[config.mk]
export PLATFORM = sky130hd
export DESIGN_NAME = spi_device_info_rom
export DESIGN_NICKNAME = d
export VERILOG_FILES = /design/src/common/info_rom_pkg.sv /design/src/common/rom_if.sv /design/src/hdl/info_rom_lookup.sv /design/src/hdl/spi_device_info_rom.sv
export SDC_FILE = /design/constraint.sdc
export NUM_CORES = 1
export LEC_CHECK = 0
export BUFFER_PORTS_ARGS = -buffer_cell sky130_fd_sc_hd__buf_2
export CAP_MARGIN = 20
export CORE_ASPECT_RATIO = 1.5
export CORE_MARGIN = 2
export CORE_UTILIZATION = 30
export CTS_CLUSTER_SIZE = 28
export DETAILED_ROUTE_END_ITERATION = 10
export PLACE_DENSITY = 0.6
export SYNTH_ARGS = -nofsm -noshare
export SYNTH_HDL_FRONTEND = slang
export SYNTH_SLANG_ARGS = --single-unit
export TNS_END_PERCENT = 1
[constraint.sdc]
create_clock -name CLK_SYS -period 2.01 [get_ports CLK_SYS]
set_clock_uncertainty 0.15 [all_clocks]
set_input_delay 0.1005 -clock CLK_SYS [delete_from_list [all_inputs] [get_ports CLK_SYS]]
set_output_delay 0.1005 -clock CLK_SYS [all_outputs]
set_load 0.02 [all_outputs]
[src/common/info_rom_pkg.sv]
// constants for the device information store and its serial frame
package info_rom_pkg;

	// ----------------------------------------------------------------
	// command byte layout
	// ----------------------------------------------------------------
	localparam int          OPC_MSB    = 7;
	localparam int          OPC_LSB    = 6;
	localparam int          ADDR_MSB   = 5;
	localparam logic [1:0]  OPC_INFO   = 2'h3;

	// ----------------------------------------------------------------
	// information addresses
	// ----------------------------------------------------------------
	localparam logic [5:0]  ADDR_HEADER   = 6'h00;
	localparam logic [5:0]  ADDR_PCODE_LO = 6'h01;
	localparam logic [5:0]  ADDR_PCODE_HI = 6'h02;
	localparam logic [5:0]  ADDR_FRAME_ID = 6'h03;
	localparam logic [5:0]  ADDR_RESERVED = 6'h3f;

	// ----------------------------------------------------------------
	// stored contents
	// ----------------------------------------------------------------
	localparam logic [5:0]  INFO_BYTE_COUNT   = 6'h02;
	localparam logic [7:0]  FRAME_FORMAT_INFO = 8'h02;
	localparam logic [7:0]  EMPTY_BYTE        = 8'h00;
	localparam int          FMT_W16_BIT       = 1;
	localparam int          FMT_BURST_BIT     = 7;

	// ----------------------------------------------------------------
	// frame timing in serial clock pulses
	// ----------------------------------------------------------------
	localparam logic [5:0]  CMD_LAST_EDGE = 6'h07;
	localparam logic [5:0]  CMD_BITS      = 6'h08;
	localparam logic [5:0]  FRAME_BITS    = 6'h10;
	localparam logic [5:0]  NO_PULSES     = 6'h00;
	localparam logic [5:0]  CNT_MAX       = 6'h3f;

endpackage

[src/common/rom_if.sv]
// lookup request and answer between frame logic and information store
`timescale 1ns/100ps
interface rom_if;
	logic [1:0] opcode;
	logic [5:0] addr;
	logic [7:0] data;

	modport requester (output opcode, output addr, input data);
	modport rom       (input opcode, input addr, output data);
endinterface

[src/hdl/info_rom_lookup.sv]
// read-only device information store
`timescale 1ns/100ps
module info_rom_lookup import info_rom_pkg::*; #(
	parameter logic [1:0]  FAMILY_CODE  = 2'h2,
	parameter logic [15:0] PRODUCT_CODE = 16'h5a3c
) (
	// lookup port
	rom_if.rom rif
);

	// ----------------------------------------------------------------
	// contents
	// ----------------------------------------------------------------
	always_comb begin
		rif.data = EMPTY_BYTE;
		if (rif.opcode == OPC_INFO) begin
			case (rif.addr)
				ADDR_HEADER:   rif.data = {FAMILY_CODE, INFO_BYTE_COUNT};
				ADDR_PCODE_LO: rif.data = PRODUCT_CODE[7:0];
				ADDR_PCODE_HI: rif.data = PRODUCT_CODE[15:8];
				ADDR_FRAME_ID: rif.data = FRAME_FORMAT_INFO;
				default:       rif.data = EMPTY_BYTE;
			endcase
		end
	end

endmodule

[src/hdl/spi_device_info_rom.sv]
// serial frame handler with device information readout
`timescale 1ns/100ps
module spi_device_info_rom import info_rom_pkg::*; #(
	parameter logic [1:0]  FAMILY_CODE  = 2'h2,    // arbitrary value
	parameter logic [15:0] PRODUCT_CODE = 16'h5a3c // arbitrary value
) (
	// system
	input  wire logic       CLK_SYS,
	input  wire logic       RST_B,
	// serial link pins
	input  wire logic       CHIP_SELECT_PIN_B,
	input  wire logic       SCLK_PIN,
	input  wire logic       SDI_PIN,
	output logic            SDO_PIN,
	output logic            SDO_OE,
	// ordinary register port
	input  wire logic [7:0] REG_RD_DATA,
	output logic            REG_CMD_STROBE,
	output logic [7:0]      REG_CMD,
	output logic [7:0]      REG_WR_DATA,
	// status
	input  wire logic       FRAME_ERROR_CLR,
	output logic            FRAME_ERROR_BIT,
	output logic            FAIL_SAFE
);

	// ----------------------------------------------------------------
	// pin synchronisers
	// ----------------------------------------------------------------
	logic [2:0]  cs_sync_q;
	logic [2:0]  sclk_sync_q;
	logic [1:0]  sdi_sync_q;

	always_ff @(posedge CLK_SYS) begin
		if (!RST_B) begin
			cs_sync_q   <= 3'h7;
			sclk_sync_q <= 3'h0;
			sdi_sync_q  <= 2'h0;
		end else begin
			cs_sync_q   <= {cs_sync_q[1:0], CHIP_SELECT_PIN_B};
			sclk_sync_q <= {sclk_sync_q[1:0], SCLK_PIN};
			sdi_sync_q  <= {sdi_sync_q[0], SDI_PIN};
		end
	end

	logic cs_act;
	logic frame_end;
	logic sclk_rise;
	logic sclk_fall;

	assign cs_act    = !cs_sync_q[1];
	assign frame_end = cs_sync_q[1] && !cs_sync_q[2];
	assign sclk_rise = sclk_sync_q[1] && !sclk_sync_q[2];
	assign sclk_fall = !sclk_sync_q[1] && sclk_sync_q[2];

	// ----------------------------------------------------------------
	// pulse counter and receive shifter
	// ----------------------------------------------------------------
	logic [5:0]  bit_cnt_q;
	logic [15:0] rx_q;

	always_ff @(posedge CLK_SYS) begin
		if (!RST_B || !cs_act) begin
			bit_cnt_q <= NO_PULSES;
		end else if (sclk_rise && bit_cnt_q != CNT_MAX) begin
			bit_cnt_q <= bit_cnt_q + 6'h01;
		end
	end

	always_ff @(posedge CLK_SYS) begin
		if (!RST_B) begin
			rx_q <= 16'h0000;
		end else if (cs_act && sclk_rise) begin
			rx_q <= {rx_q[14:0], sdi_sync_q[1]};
		end
	end

	// ----------------------------------------------------------------
	// information lookup on the last command edge
	// ----------------------------------------------------------------
	logic [7:0] cmd_now;
	logic       load_resp;
	logic       info_now;
	rom_if      rif ();

	assign cmd_now    = {rx_q[6:0], sdi_sync_q[1]};
	assign load_resp  = cs_act && sclk_rise && bit_cnt_q == CMD_LAST_EDGE;
	assign info_now   = cmd_now[OPC_MSB:OPC_LSB] == OPC_INFO;
	assign rif.opcode = cmd_now[OPC_MSB:OPC_LSB];
	assign rif.addr   = cmd_now[ADDR_MSB:0];

	info_rom_lookup #(
		.FAMILY_CODE  (FAMILY_CODE),
		.PRODUCT_CODE (PRODUCT_CODE)
	) u_rom (
		.rif (rif)
	);

	// ----------------------------------------------------------------
	// transmit shifter, in-frame answer
	// ----------------------------------------------------------------
	logic [7:0] tx_q;

	always_ff @(posedge CLK_SYS) begin
		if (!RST_B || !cs_act) begin
			tx_q <= EMPTY_BYTE;
		end else if (load_resp) begin
			tx_q <= info_now ? rif.data : REG_RD_DATA;
		end else if (sclk_fall && bit_cnt_q > CMD_BITS) begin
			tx_q <= {tx_q[6:0], 1'b0};
		end
	end

	assign SDO_PIN = tx_q[7];
	assign SDO_OE  = cs_act;

	// ----------------------------------------------------------------
	// frame completion
	// ----------------------------------------------------------------
	logic good_frame;
	logic info_frame;
	logic reserved_hit;

	assign good_frame   = bit_cnt_q == FRAME_BITS;
	assign info_frame   = rx_q[15:14] == OPC_INFO;
	assign reserved_hit = info_frame && rx_q[13:8] == ADDR_RESERVED;

	logic fail_safe_q;
	logic frame_err_q;
	logic strobe_q;
	logic [7:0] reg_cmd_q;
	logic [7:0] reg_wr_q;

	always_ff @(posedge CLK_SYS) begin
		if (!RST_B) begin
			fail_safe_q <= 1'b0;
		end else if (frame_end && good_frame && reserved_hit) begin
			fail_safe_q <= 1'b1;
		end
	end

	// a select with no pulses at all is not a frame error
	always_ff @(posedge CLK_SYS) begin
		if (!RST_B) begin
			frame_err_q <= 1'b0;
		end else if (frame_end && !good_frame && bit_cnt_q != NO_PULSES) begin
			frame_err_q <= 1'b1;
		end else if (FRAME_ERROR_CLR) begin
			frame_err_q <= 1'b0;
		end
	end

	always_ff @(posedge CLK_SYS) begin
		if (!RST_B) begin
			strobe_q  <= 1'b0;
			reg_cmd_q <= EMPTY_BYTE;
			reg_wr_q  <= EMPTY_BYTE;
		end else begin
			strobe_q <= frame_end && good_frame && !info_frame;
			if (frame_end && good_frame && !info_frame) begin
				reg_cmd_q <= rx_q[15:8];
				reg_wr_q  <= rx_q[7:0];
			end
		end
	end

	assign REG_CMD_STROBE  = strobe_q;
	assign REG_CMD         = reg_cmd_q;
	assign REG_WR_DATA     = reg_wr_q;
	assign FRAME_ERROR_BIT = frame_err_q;
	assign FAIL_SAFE       = fail_safe_q;
endmodule

* Word-level counts from Yosys, hierarchy flattened *
Index checks and enable logic that the tools add are counted.

cells by class
  reductions and logical operators = 25
  equal/unequal tests = 9
  mux-type cells = 6
  $add $sub $neg = 1
  $lt $le $gt $ge = 1

operator list
  cell                                                                   count
  8-bit case mux with 4 select lines                                     1
  8-bit two-way mux                                                      3
  1-bit logical AND                                                      13
  6-bit by 2-bit equality test with 1-bit output, second input constant  2
  1-bit zero test                                                        7
  6-bit by 1-bit adder with 6-bit output, second input constant          1
  6-bit by 1-bit equality test with 1-bit output, second input constant  1
  6-bit by 3-bit equality test with 1-bit output, second input constant  1
  6-bit by 5-bit equality test with 1-bit output, second input constant  1
  6-bit equality test, second input constant                             1
  6-bit by 4-bit > comparator with 1-bit output, second input constant   1
  6-bit zero test                                                        1
  6-bit inequality test, second input constant                           1
  6-bit nonzero test                                                     1
  2-bit equality test, second input constant                             2
  2-bit nonzero test                                                     2
  1-bit two-way mux                                                      2
  1-bit logical OR                                                       1

word-level totals
  logic and storage cells = 53
  register bits after elaboration = 57
  input bits = 14

* Longest topological paths before layout *
Gate-level depths: netlist of the first run.

  depth after elaboration = 5
  gate-level depth with buffers = 9
  depth with buffers taken out = 7

* Modules after synthesis *
From an unflattened synthesis of the first run, not the netlist that was laid out.

unflattened totals
  cell total of the unflattened synthesis = 265
  area, all modules = 2397.3 µm²

by module, submodules not included
  module               area an instance (µm²)  cells each  times used
  spi_device_info_rom  2303.5                  252         1
  info_rom_lookup      93.8                    13          1

* Worst setup path after synthesis of the first run *
No wires, ideal clock.

  kind = register -> register
  start = register sclk_sync_q[2]
  end = register tx_q[6]
  data arrival time = 1.842 ns
  path slack = -0.069 ns
  setup time = 0.086 ns
  cell stages (with the launch flop) = 7
  cell sequence = dfxtp_1 or3b_1 buf_6 or4_4 nor3_2 nand2_1 a221oi_2

on the way
  word-level cells in the longest chain between the ends = 5
  elaborated cells between the ends (all ways) = 8
  classes of those cells = 1 x mux; 7 x reduce/logical

ends and longest elaborated chain
  item                                                     line                        RTL
  start: declaration                                       spi_device_info_rom.sv:31   logic [2:0] sclk_sync_q;
  start signal: assignment                                 spi_device_info_rom.sv:41   sclk_sync_q <= {sclk_sync_q[1:0], SCLK_PIN};
  1-bit zero test                                          spi_device_info_rom.sv:53   assign sclk_rise = sclk_sync_q[1] && !sclk_sync_q[2];
  1-bit logical AND                                        spi_device_info_rom.sv:53
  1-bit logical AND (2 in series)                          spi_device_info_rom.sv:87   assign load_resp = cs_act && sclk_rise && bit_cnt_q == CMD_LAST_EDGE;
  8-bit two-way mux or 2-bit nonzero test (tied branches)  n/a
  end signal: assignment                                   spi_device_info_rom.sv:108  tx_q <= info_now ? rif.data : REG_RD_DATA;
  end signal: assignment                                   spi_device_info_rom.sv:110  tx_q <= {tx_q[6:0], 1'b0};
  end: declaration                                         spi_device_info_rom.sv:102  logic [7:0] tx_q;

Several ways; a longest one is shown, not always the timed one.
A chain may end at the register's enable or synchronous reset.

* Worst setup path in the final report of the first run *
  start = register sclk_sync_q[1]
  end = register tx_q[6]

on the way
  word-level cells in the longest chain between the ends = 4
  elaborated cells between the ends (all ways) = 8
  classes of those cells = 1 x mux; 7 x reduce/logical

ends and longest elaborated chain
  item                                                     line
  1-bit logical AND or 1-bit zero test (tied branches)     spi_device_info_rom.sv:53, spi_device_info_rom.sv:54
  1-bit logical AND, on equally long branches              spi_device_info_rom.sv:87, spi_device_info_rom.sv:54
  1-bit logical AND, on equally long branches              spi_device_info_rom.sv:87, spi_device_info_rom.sv:109
  8-bit two-way mux or 2-bit nonzero test (tied branches)  n/a

Several ways; a longest one is shown, not always the timed one.

==> reports/results.txt, run 1 <==
Counting instances, the worst hold path has a depth of 5. The family of cells with the greatest summed delay on the critical path is simple AND/OR/NAND/NOR gates. The worst-case register-to-register setup slack was 0.03 ns.

The worst flop-to-flop path startpoint is sclk_sync_q[1]. For the initial antenna violation count, the log shows 0. Routability-driven placement finished with a final weighted congestion of 0.762.

In this run the number of H-tree levels came out at 3. The run gives 0 as the number of warnings printed during yosys synthesis. The worst hold path begins at REG_RD_DATA[1]. The run finished with clean final reports. For the sequential share of power, the log shows 45.2%. TritonCTS built the clock tree. The logs give 272 for the total nets after synthesis and 331 for the number of nets in the layout. The run gives 7270 sq um as the placeable core region. The endpoint identified for the worst register-to-register timing path is tx_q[6]. The count of max-cap constraint violations is 0, and the wire length of the first global-routing pass is 8.20 mm. The internal power consumption was 0.00203 W. Worst vdd rail ir drop: 0.407 mV. From synthesis to final layout, the design area changed by 33.1%. Derived from the worst setup path, the maximum achievable clock frequency is 505 MHz. For the data required time of the critical path, the log shows 2.11 ns. The logs give 0 for the number of failing hold endpoints at the final stage and 256 for the count of mapped cells out of synthesis.

Across all setup checks in the final design, the least slack found is 0.0313 ns. Synthesis inferred 57 register bits. The largest single stage delay on the critical path is 0.51 ns. After routing the design area is 3000 sq um. Setup violations remaining at the end of the flow were counted as 0. Once the floorplan was initialized, standard cells occupied 30.9% of the core. The portion of the clock cycle consumed by the worst path in the final layout was 98.4%.

The critical path startpoint category is a flip-flop. Leaving out fill and tap cells, the most frequent cell in the layout is dfxtp_1. The logs give 13.3% for the overall track demand over capacity in global routing and 38 for the number of placement rows. The signal on the critical path passes through or3b_4, or4_4, nor3_4, nand2_1, a221oi_2. 0 antenna diodes ended up in the layout. Prior to clock tree synthesis, the placed netlist has a worst setup slack of -0.0688 ns. The detailed router finished its first iteration with 112 violations. For this block, the via count after detailed routing is 1,919. Dividing total power by cell area gives a power density of 843 nW/um^2. Summing the sequential cell areas from Yosys gives 50.7% of the chip area. The tree built by TritonCTS fans out to 57 sinks. The final setup TNS was 0 ns; the arrival time at the worst endpoint was 2.08 ns. Shortest clock period the worst path allows after layout: 1.98 ns.

For the pin with the worst max-slew slack, the measured transition is 0.514 ns. After detailed routing, the average wire length per cell comes to 11.8 um. Leaving out fill and tap cells, the most frequent cells in the layout are dfxtp_1, nand2_1, buf_2.

For the clock share of power, the log shows 51.9%. The HPWL after detailed placement is 3.34 mm. In the routed layout, each cell is associated on average with a via count of 4.57.

The worst setup path is of the flip-flop to flip-flop kind. The cell sitting at the root of the clock tree is a clkbuf_8. Via count of the first global-routing pass: 1,814. For this design the static power due to leakage is 1.31 nW. The average cell area after synthesis is 8.79 sq um, and the area of the die is 8220 sq um.

The number of buffers and inverters on the critical path came out at 0. The final layout contains routed wiring with a total length of 4.94 mm. The logs give 2.9% for the power share of the combinational group and 0 for the number of routed nets with antenna violations. The clock input transition at the sequential cells of the worst setup and hold paths is 0.06 ns, and the tightest slew margin relative to the limit is 65.6%. Terminating pin of the worst hold path: tx_q[1]. After synthesis, the share of flip-flops with an asynchronous set or reset is 0%. The tools report the placed standard-cell area as 2600 sq um.

The number of buffers on the longest clock path was 2; the number of iterations in the first detailed-routing pass was 4. For this run, the share of the core covered by cells in the final layout is 41.2%. The clock reaches the later pin of the worst-skew pair after 0.34 ns. Cell at the slowest stage of the critical path: or4_4.

Measured along the y axis, the die boundary spans 110 um. In the routed design, unresolved DRC markers number 0. The worst reg2reg path depth works out to 5. The summed instance area of the synthesized netlist is 2250 sq um.

The tools report the largest net degree at the start of global routing as 35. In the synthesized netlist the dominant register cell turns out to be dfxtp_1. The worst hold path belongs to the class primary input to flip-flop. The kind of capture point of the worst setup path is a flip-flop.

The count of flip-flops with a built-in enable after synthesis works out to 0. In this run, CTS created clock tree buffers numbering 9. Net switching is 19.7% of the power.

The post-route netlist has 22.2% of its cells at a drive strength greater than 1. The maximum net fanout on the critical path came out at 4. The max-slew violation count is 0, and the worst-case hold slack is 0.0404 ns. The analysis attributes to net switching a power of 0.000499 W. After global routing the overflow that remains totals 0. During placement, the flow inserted port buffers numbering 34. Pin placement for this block handled 35 I/O pins. The die boundary width is 74.7 um. Setup repair after global routing could not meet its margin everywhere. The run gives 36 as the count of cell types in the netlist.
-- synthesized netlist by cell type, types with 3 or more instances --
cell	instances	area share [%]
dfxtp_1	57	51
nand2_1	49	8.2
nor2_1	31	5.2
a21oi_1	24	5.3
mux2i_1	14	6.2
and2_1	7	1.9
clkbuf_1	7	1.2
and3_1	6	1.7
inv_1	6	1.0
nand2b_1	5	1.4
a31oi_1	4	1.1
nor3_1	4	0.89
a21o_1	3	1.0
nand4_1	3	0.83
o21ai_0	3	0.67
xnor2_1	3	1.2
xor2_1	3	1.2
-- worst register-to-register path, stage by stage, from the launching register on --
cell and delay (ns):
dfxtp_2 0.35, or3b_4 0.42, or4_4 0.51, nor3_4 0.14, nand2_1 0.08, a221oi_2 0.25
-- how the worst max path moves through the flow --
stage / start / endpoint / slack [ns] / cells past startpoint
final: sclk_sync_q[1] / tx_q[6] / 0.03 / 5
after global routing: sclk_sync_q[1] / tx_q[4] / -0.06 / 5
after CTS: sclk_sync_q[1] / tx_q[6] / 0.01 / 5
after detailed placement: sclk_sync_q[1] / tx_q[6] / -0.07 / 5
after global placement: sclk_sync_q[1] / tx_q[6] / 0.008 / 5
after floorplan: sclk_sync_q[2] / tx_q[6] / -0.02 / 6
-- state kept, by name, summed over array words and instances (netlist names) --
signal and cells:
tx_q 8, cs_sync_q 3, FRAME_ERROR_BIT 1, REG_CMD_STROBE 1, REG_WR_DATA 8, sclk_sync_q 3, FAIL_SAFE 1, REG_CMD 8
rx_q 16, bit_cnt_q 6, sdi_sync_q 2
-- area by class of cell --
cell class	count	area (sq um)
clock buffer	10	138
sequential	57	1140
fill	742	4280
inverter	7	26.3
tap	100	125
multi-input combinational	182	1060
clock inverter	6	105
timing repair buffer	58	395
-- power by group through the flow --
| stage | Sequential, W | Combinational [W] | Clock (W) |
|---|---|---|---|
| finish | 0.00114 | 0.0000740 | 0.00131 |
| detailed placement | 0.00117 | 0.0000563 | 0 |
| CTS | 0.00114 | 0.0000746 | 0.00134 |
| global route | 0.00114 | 0.0000813 | 0.00139 |
| global placement | 0.00116 | 0.0000566 | 0 |
| floorplan | 0.00116 | 0.0000297 | 0 |
-- kinds of logic after synthesis --
logic type,after synthesis,share of synthesized area (%)
buf+inv,17,3.28
fa+ha+maj,2,1.11
xor+xnor,6,2.34
simple gates,119,25.4
compound gates,41,10.9
flops,57,50.7
mux,14,6.23
-- routing by layer --
layer,share of wire (%),vias up,wire length [um],GRT usage (%)
met5,0,-,0,0
met4,1.0,0,51,6.25
met3,5.4,4,266,5.64
met2,50,40,2490,22.1
met1,43,895,2130,14.4
li1,-,980,-,-
-- stage by stage --
stage,total power [W],std cells
after detailed placement,0.00122,391
after CTS,0.00256,420
after global placement,0.00122,391
after global routing,0.00261,420
final,0.00252,420
after floorplan,0.00119,256
-- timing repair --
action	in CTS	in global routing
hold buffers	13	0
endpoints found under the hold margin	12	0
pin swaps	1	2
gates resized for setup	3	3
endpoints found under the setup margin	2	12
setup buffers	0	0
(Power assumes the default switching activity.)
==> inputs of run 2 (changes only) <==
--- a/config.mk
+++ b/config.mk
@@ -13,6 +13,7 @@
 export CTS_CLUSTER_SIZE = 28
 export DETAILED_ROUTE_END_ITERATION = 10
 export PLACE_DENSITY = 0.6
+export RECOVER_POWER = 100
 export SYNTH_ARGS = -nofsm -noshare
 export SYNTH_HDL_FRONTEND = slang
 export SYNTH_SLANG_ARGS = --single-unit
==> run 2 against run 1 <==
Net effect: critical path depth unchanged; combinational power shrank 2%; critical endpoint unchanged; non-clock buffer count is the same; sequential share of layout area rose by 0.47 points; routed wire length grew 0.12%; setup slack is essentially flat; largest power group unchanged.
==> reports/results.txt, run 2 (synthesized netlist as in run 1, its figures left out) <==
The internal power consumption came out at 0.00202 W (about the same). The number of iterations in the first detailed-routing pass was 6 (+2). The number of cells in the design after placement came out at 391 (unchanged). The signal on the critical path passes through or3b_4, or4_4, nor3_4, nand2_1, a221oi_2. The average routed wire per standard cell was 11.8 um (+0.12%).

The overall track demand over capacity in global routing was 13.3% (unchanged); the number of buffers and inverters on the critical path was 0 (unchanged). The clock input transition at the sequential cells of the worst setup and hold paths was 0.06 ns (about the same); the ratio of routed vias to standard cells was 4.58 (+0.16%). The number of port buffers was 34 (unchanged).

The number of design-rule violations left by the first detailed-router iteration was 96 (-14%). The tools report the H-tree depth as 3 (unchanged). Clock tree root driver cell: clkbuf_8.

STA classifies the critical path startpoint as a flip-flop. The number of nets in the layout was 331 (unchanged); the ratio of total power to cell area was 851 nW/um^2 (+0.96%). Number of placement rows: 38 (unchanged). The number of failing hold endpoints at the final stage was 0 (unchanged); the number of diodes was 0 (unchanged). Setup repair after global routing could not meet its margin everywhere. The leakage power summed over all cells came out at 1.21 nW (-7.7%). Compared with the post-synthesis result, the final layout area differs by 31.5%. The net switching power figure is 0.000493 W (-1.2%), and the delay of the slowest critical-path stage is 0.51 ns (about the same). The overall via count from detail_route was 1,922 (+0.16%).

The library cells used most frequently in the layout, excluding fill and tap cells, are dfxtp_1, nand2_1, nor2_1. The tools report the number of buffers on the longest clock path as 2 (unchanged). Area of the die: 8220 sq um (unchanged). The logs give 0.0312 ns (-0.0000921 ns) for the smallest setup slack after layout and 57 (unchanged) for the number of sinks handled by clock tree synthesis. The total global routing overflow came out at 0 (unchanged). By startpoint and endpoint, the worst setup path is classified as flip-flop to flip-flop. Count of max-cap constraint violations: 0 (unchanged).

The worst setup slack after placement is -0.0688 ns (unchanged), and the end-of-flow core utilization is 40.7% (-0.50 points). The total detailed-routing wirelength was 4.94 mm (+0.12%); the later-pin clock latency in the skew report was 0.34 ns (about the same). The tools report the effective utilization at floorplan as 30.9% (unchanged). Flip-flop count of the largest register, all copies and words added: 16 (unchanged).

The tools report the sequential share of power as 45.3% (about the same). More flip-flops sit in one register than any other, and that register is rx_q. The tools report the placed wire-length estimate as 3.34 mm (unchanged).

Maximum net fanout on the critical path: 4 (unchanged). The share of final-layout standard cells stronger than drive strength 1 works out to 15.0% (-7.2 points). The cell at the slowest stage of the critical path is or4_4. The min-delay analysis places its worst path in the category primary input to flip-flop.

The tools report the number of standard cells in the layout, taps in and fillers out as 420 (unchanged). The kind of cell with the highest combined delay along the critical path is simple AND/OR/NAND/NOR gates. The run gives 55.4% (-10 points) as the tightest slew margin relative to the limit.

TritonCTS built the clock tree. The logs give 51.8% (about the same) for the clock share of power and 0 (unchanged) for the number of remaining DRC errors. For the power share of the combinational group, the log shows 2.9% (about the same). The portion of the clock cycle consumed by the worst path in the final layout works out to 98.4% (about the same). The logs give 2.11 ns (about the same) for the data required time of the critical path and 35 (unchanged) for the boundary pin count. The via count of the first global-routing pass was 1,814 (unchanged). The highest achievable clock rate was 505 MHz (about the same); the worst vdd rail ir drop was 0.405 mV (-0.69%).

The number of routed nets with antenna violations was 0 (unchanged); the arrival time at the worst endpoint was 2.07 ns (about the same). The slew of the pin with the lowest slew margin came out at 0.669 ns (+0.154 ns). The initial antenna violation count came out at 0 (unchanged). The shortest clock period the worst path allows after layout was 1.98 ns (+0.0000921 ns). The max-slew violation count is 0 (unchanged).

The die boundary width is 74.7 um (unchanged), and the placeable core region is 7270 sq um (unchanged). The most common cell after layout, fill and taps aside is dfxtp_1. The tools report the largest net degree at the start of global routing as 35 (unchanged).

Wire length of the first global-routing pass: 8.20 mm (unchanged). The proportion of total power due to net switching came out at 19.6% (-0.18 points). The flow ran to the end, and the final reports show no timing, DRC or antenna violations.

The floorplan die height is 110 um (unchanged). The kind of capture point of the worst setup path was a flip-flop. The number of clock buffers inserted by TritonCTS is 9 (unchanged), and the weighted congestion reported at the end of routability-driven placement is 0.762 (unchanged).

The run gives 0 (unchanged) as the final setup violation count.
run 2: cell types whose count changed in the layout (fill, tap and decap cells not counted):
| cell | before | now |
|---|---|---|
| buf_4 | 10 | 6 |
| and2_0 | 0 | 1 |
| and2_1 | 7 | 6 |
| clkbuf_4 | 0 | 1 |
| clkbuf_1 | 0 | 23 |
| buf_2 | 34 | 14 |
run 2: metrics by stage:
stage / hold slack, ns / instance area, sq um / TNS (ns) / power (W)
floorplan: 0.0235 / 2260 / -0.0221 / 0.00119
global placement: 0.137 / 2600 / 0 / 0.00122
detailed placement: 0.141 / 2600 / -0.0709 / 0.00122
CTS: 0.0235 / 2980 / 0 / 0.00256
global route: 0.0435 / 2960 / -0.178 / 0.00261
finish: 0.0436 / 2960 / 0 / 0.00252
run 2: area by class of cell:
cell class                 count  area, sq um
clock buffer                  10          138
clock inverter                 6          105
timing repair buffer          58          359
tap                          100          125
fill                         755         4320
inverter                       7         26.3
sequential                    57         1140
multi-input combinational    182         1060
run 2: path summary, 6_finish.rpt:
path | from | endpoint | slack [ns] | cells past startpoint
worst max-delay path | sclk_sync_q[1] | tx_q[6] | 0.03 | 5
worst min-delay path | REG_RD_DATA[1] | tx_q[1] | 0.04 | 5
worst max register to register | sclk_sync_q[1] | tx_q[6] | 0.03 | 5
worst min register to register | sdi_sync_q[0] | sdi_sync_q[1] | 0.29 | 1
run 2: per-layer routing:
metal  vias up  GRT usage, %  share of wire (%)
met5         -             0                  0
met3         4          5.64                4.7
li1        983             -                  -
met1       894          14.4                 43
met2        41          22.1                 52
met4         0          6.25                1.0
run 2: timing repair:
action	CTS	global route
hold buffers	13	0
pin swaps	1	2
endpoints found under the setup margin	2	12
buffers inserted	0	0
hold endpoints to repair	12	0
gates resized for setup	3	3
run 2: power groups by stage:
stage | sequential (W) | combinational (W) | clock [W]
global placement | 0.00116 | 0.0000566 | 0
global route | 0.00114 | 0.0000803 | 0.00139
detailed placement | 0.00117 | 0.0000563 | 0
floorplan | 0.00116 | 0.0000297 | 0
CTS | 0.00114 | 0.0000746 | 0.00134
finish | 0.00114 | 0.0000728 | 0.00130
run 2: tightest hold or removal path: cells and delay by family:
| kind | cells | cell delay (ns) |
|---|---|---|
| AOI/OAI and AO/OA | 3 | 0.28 |
| buffers and inverters | 1 | 0.07 |
| and+or+nand+nor | 1 | 0.04 |
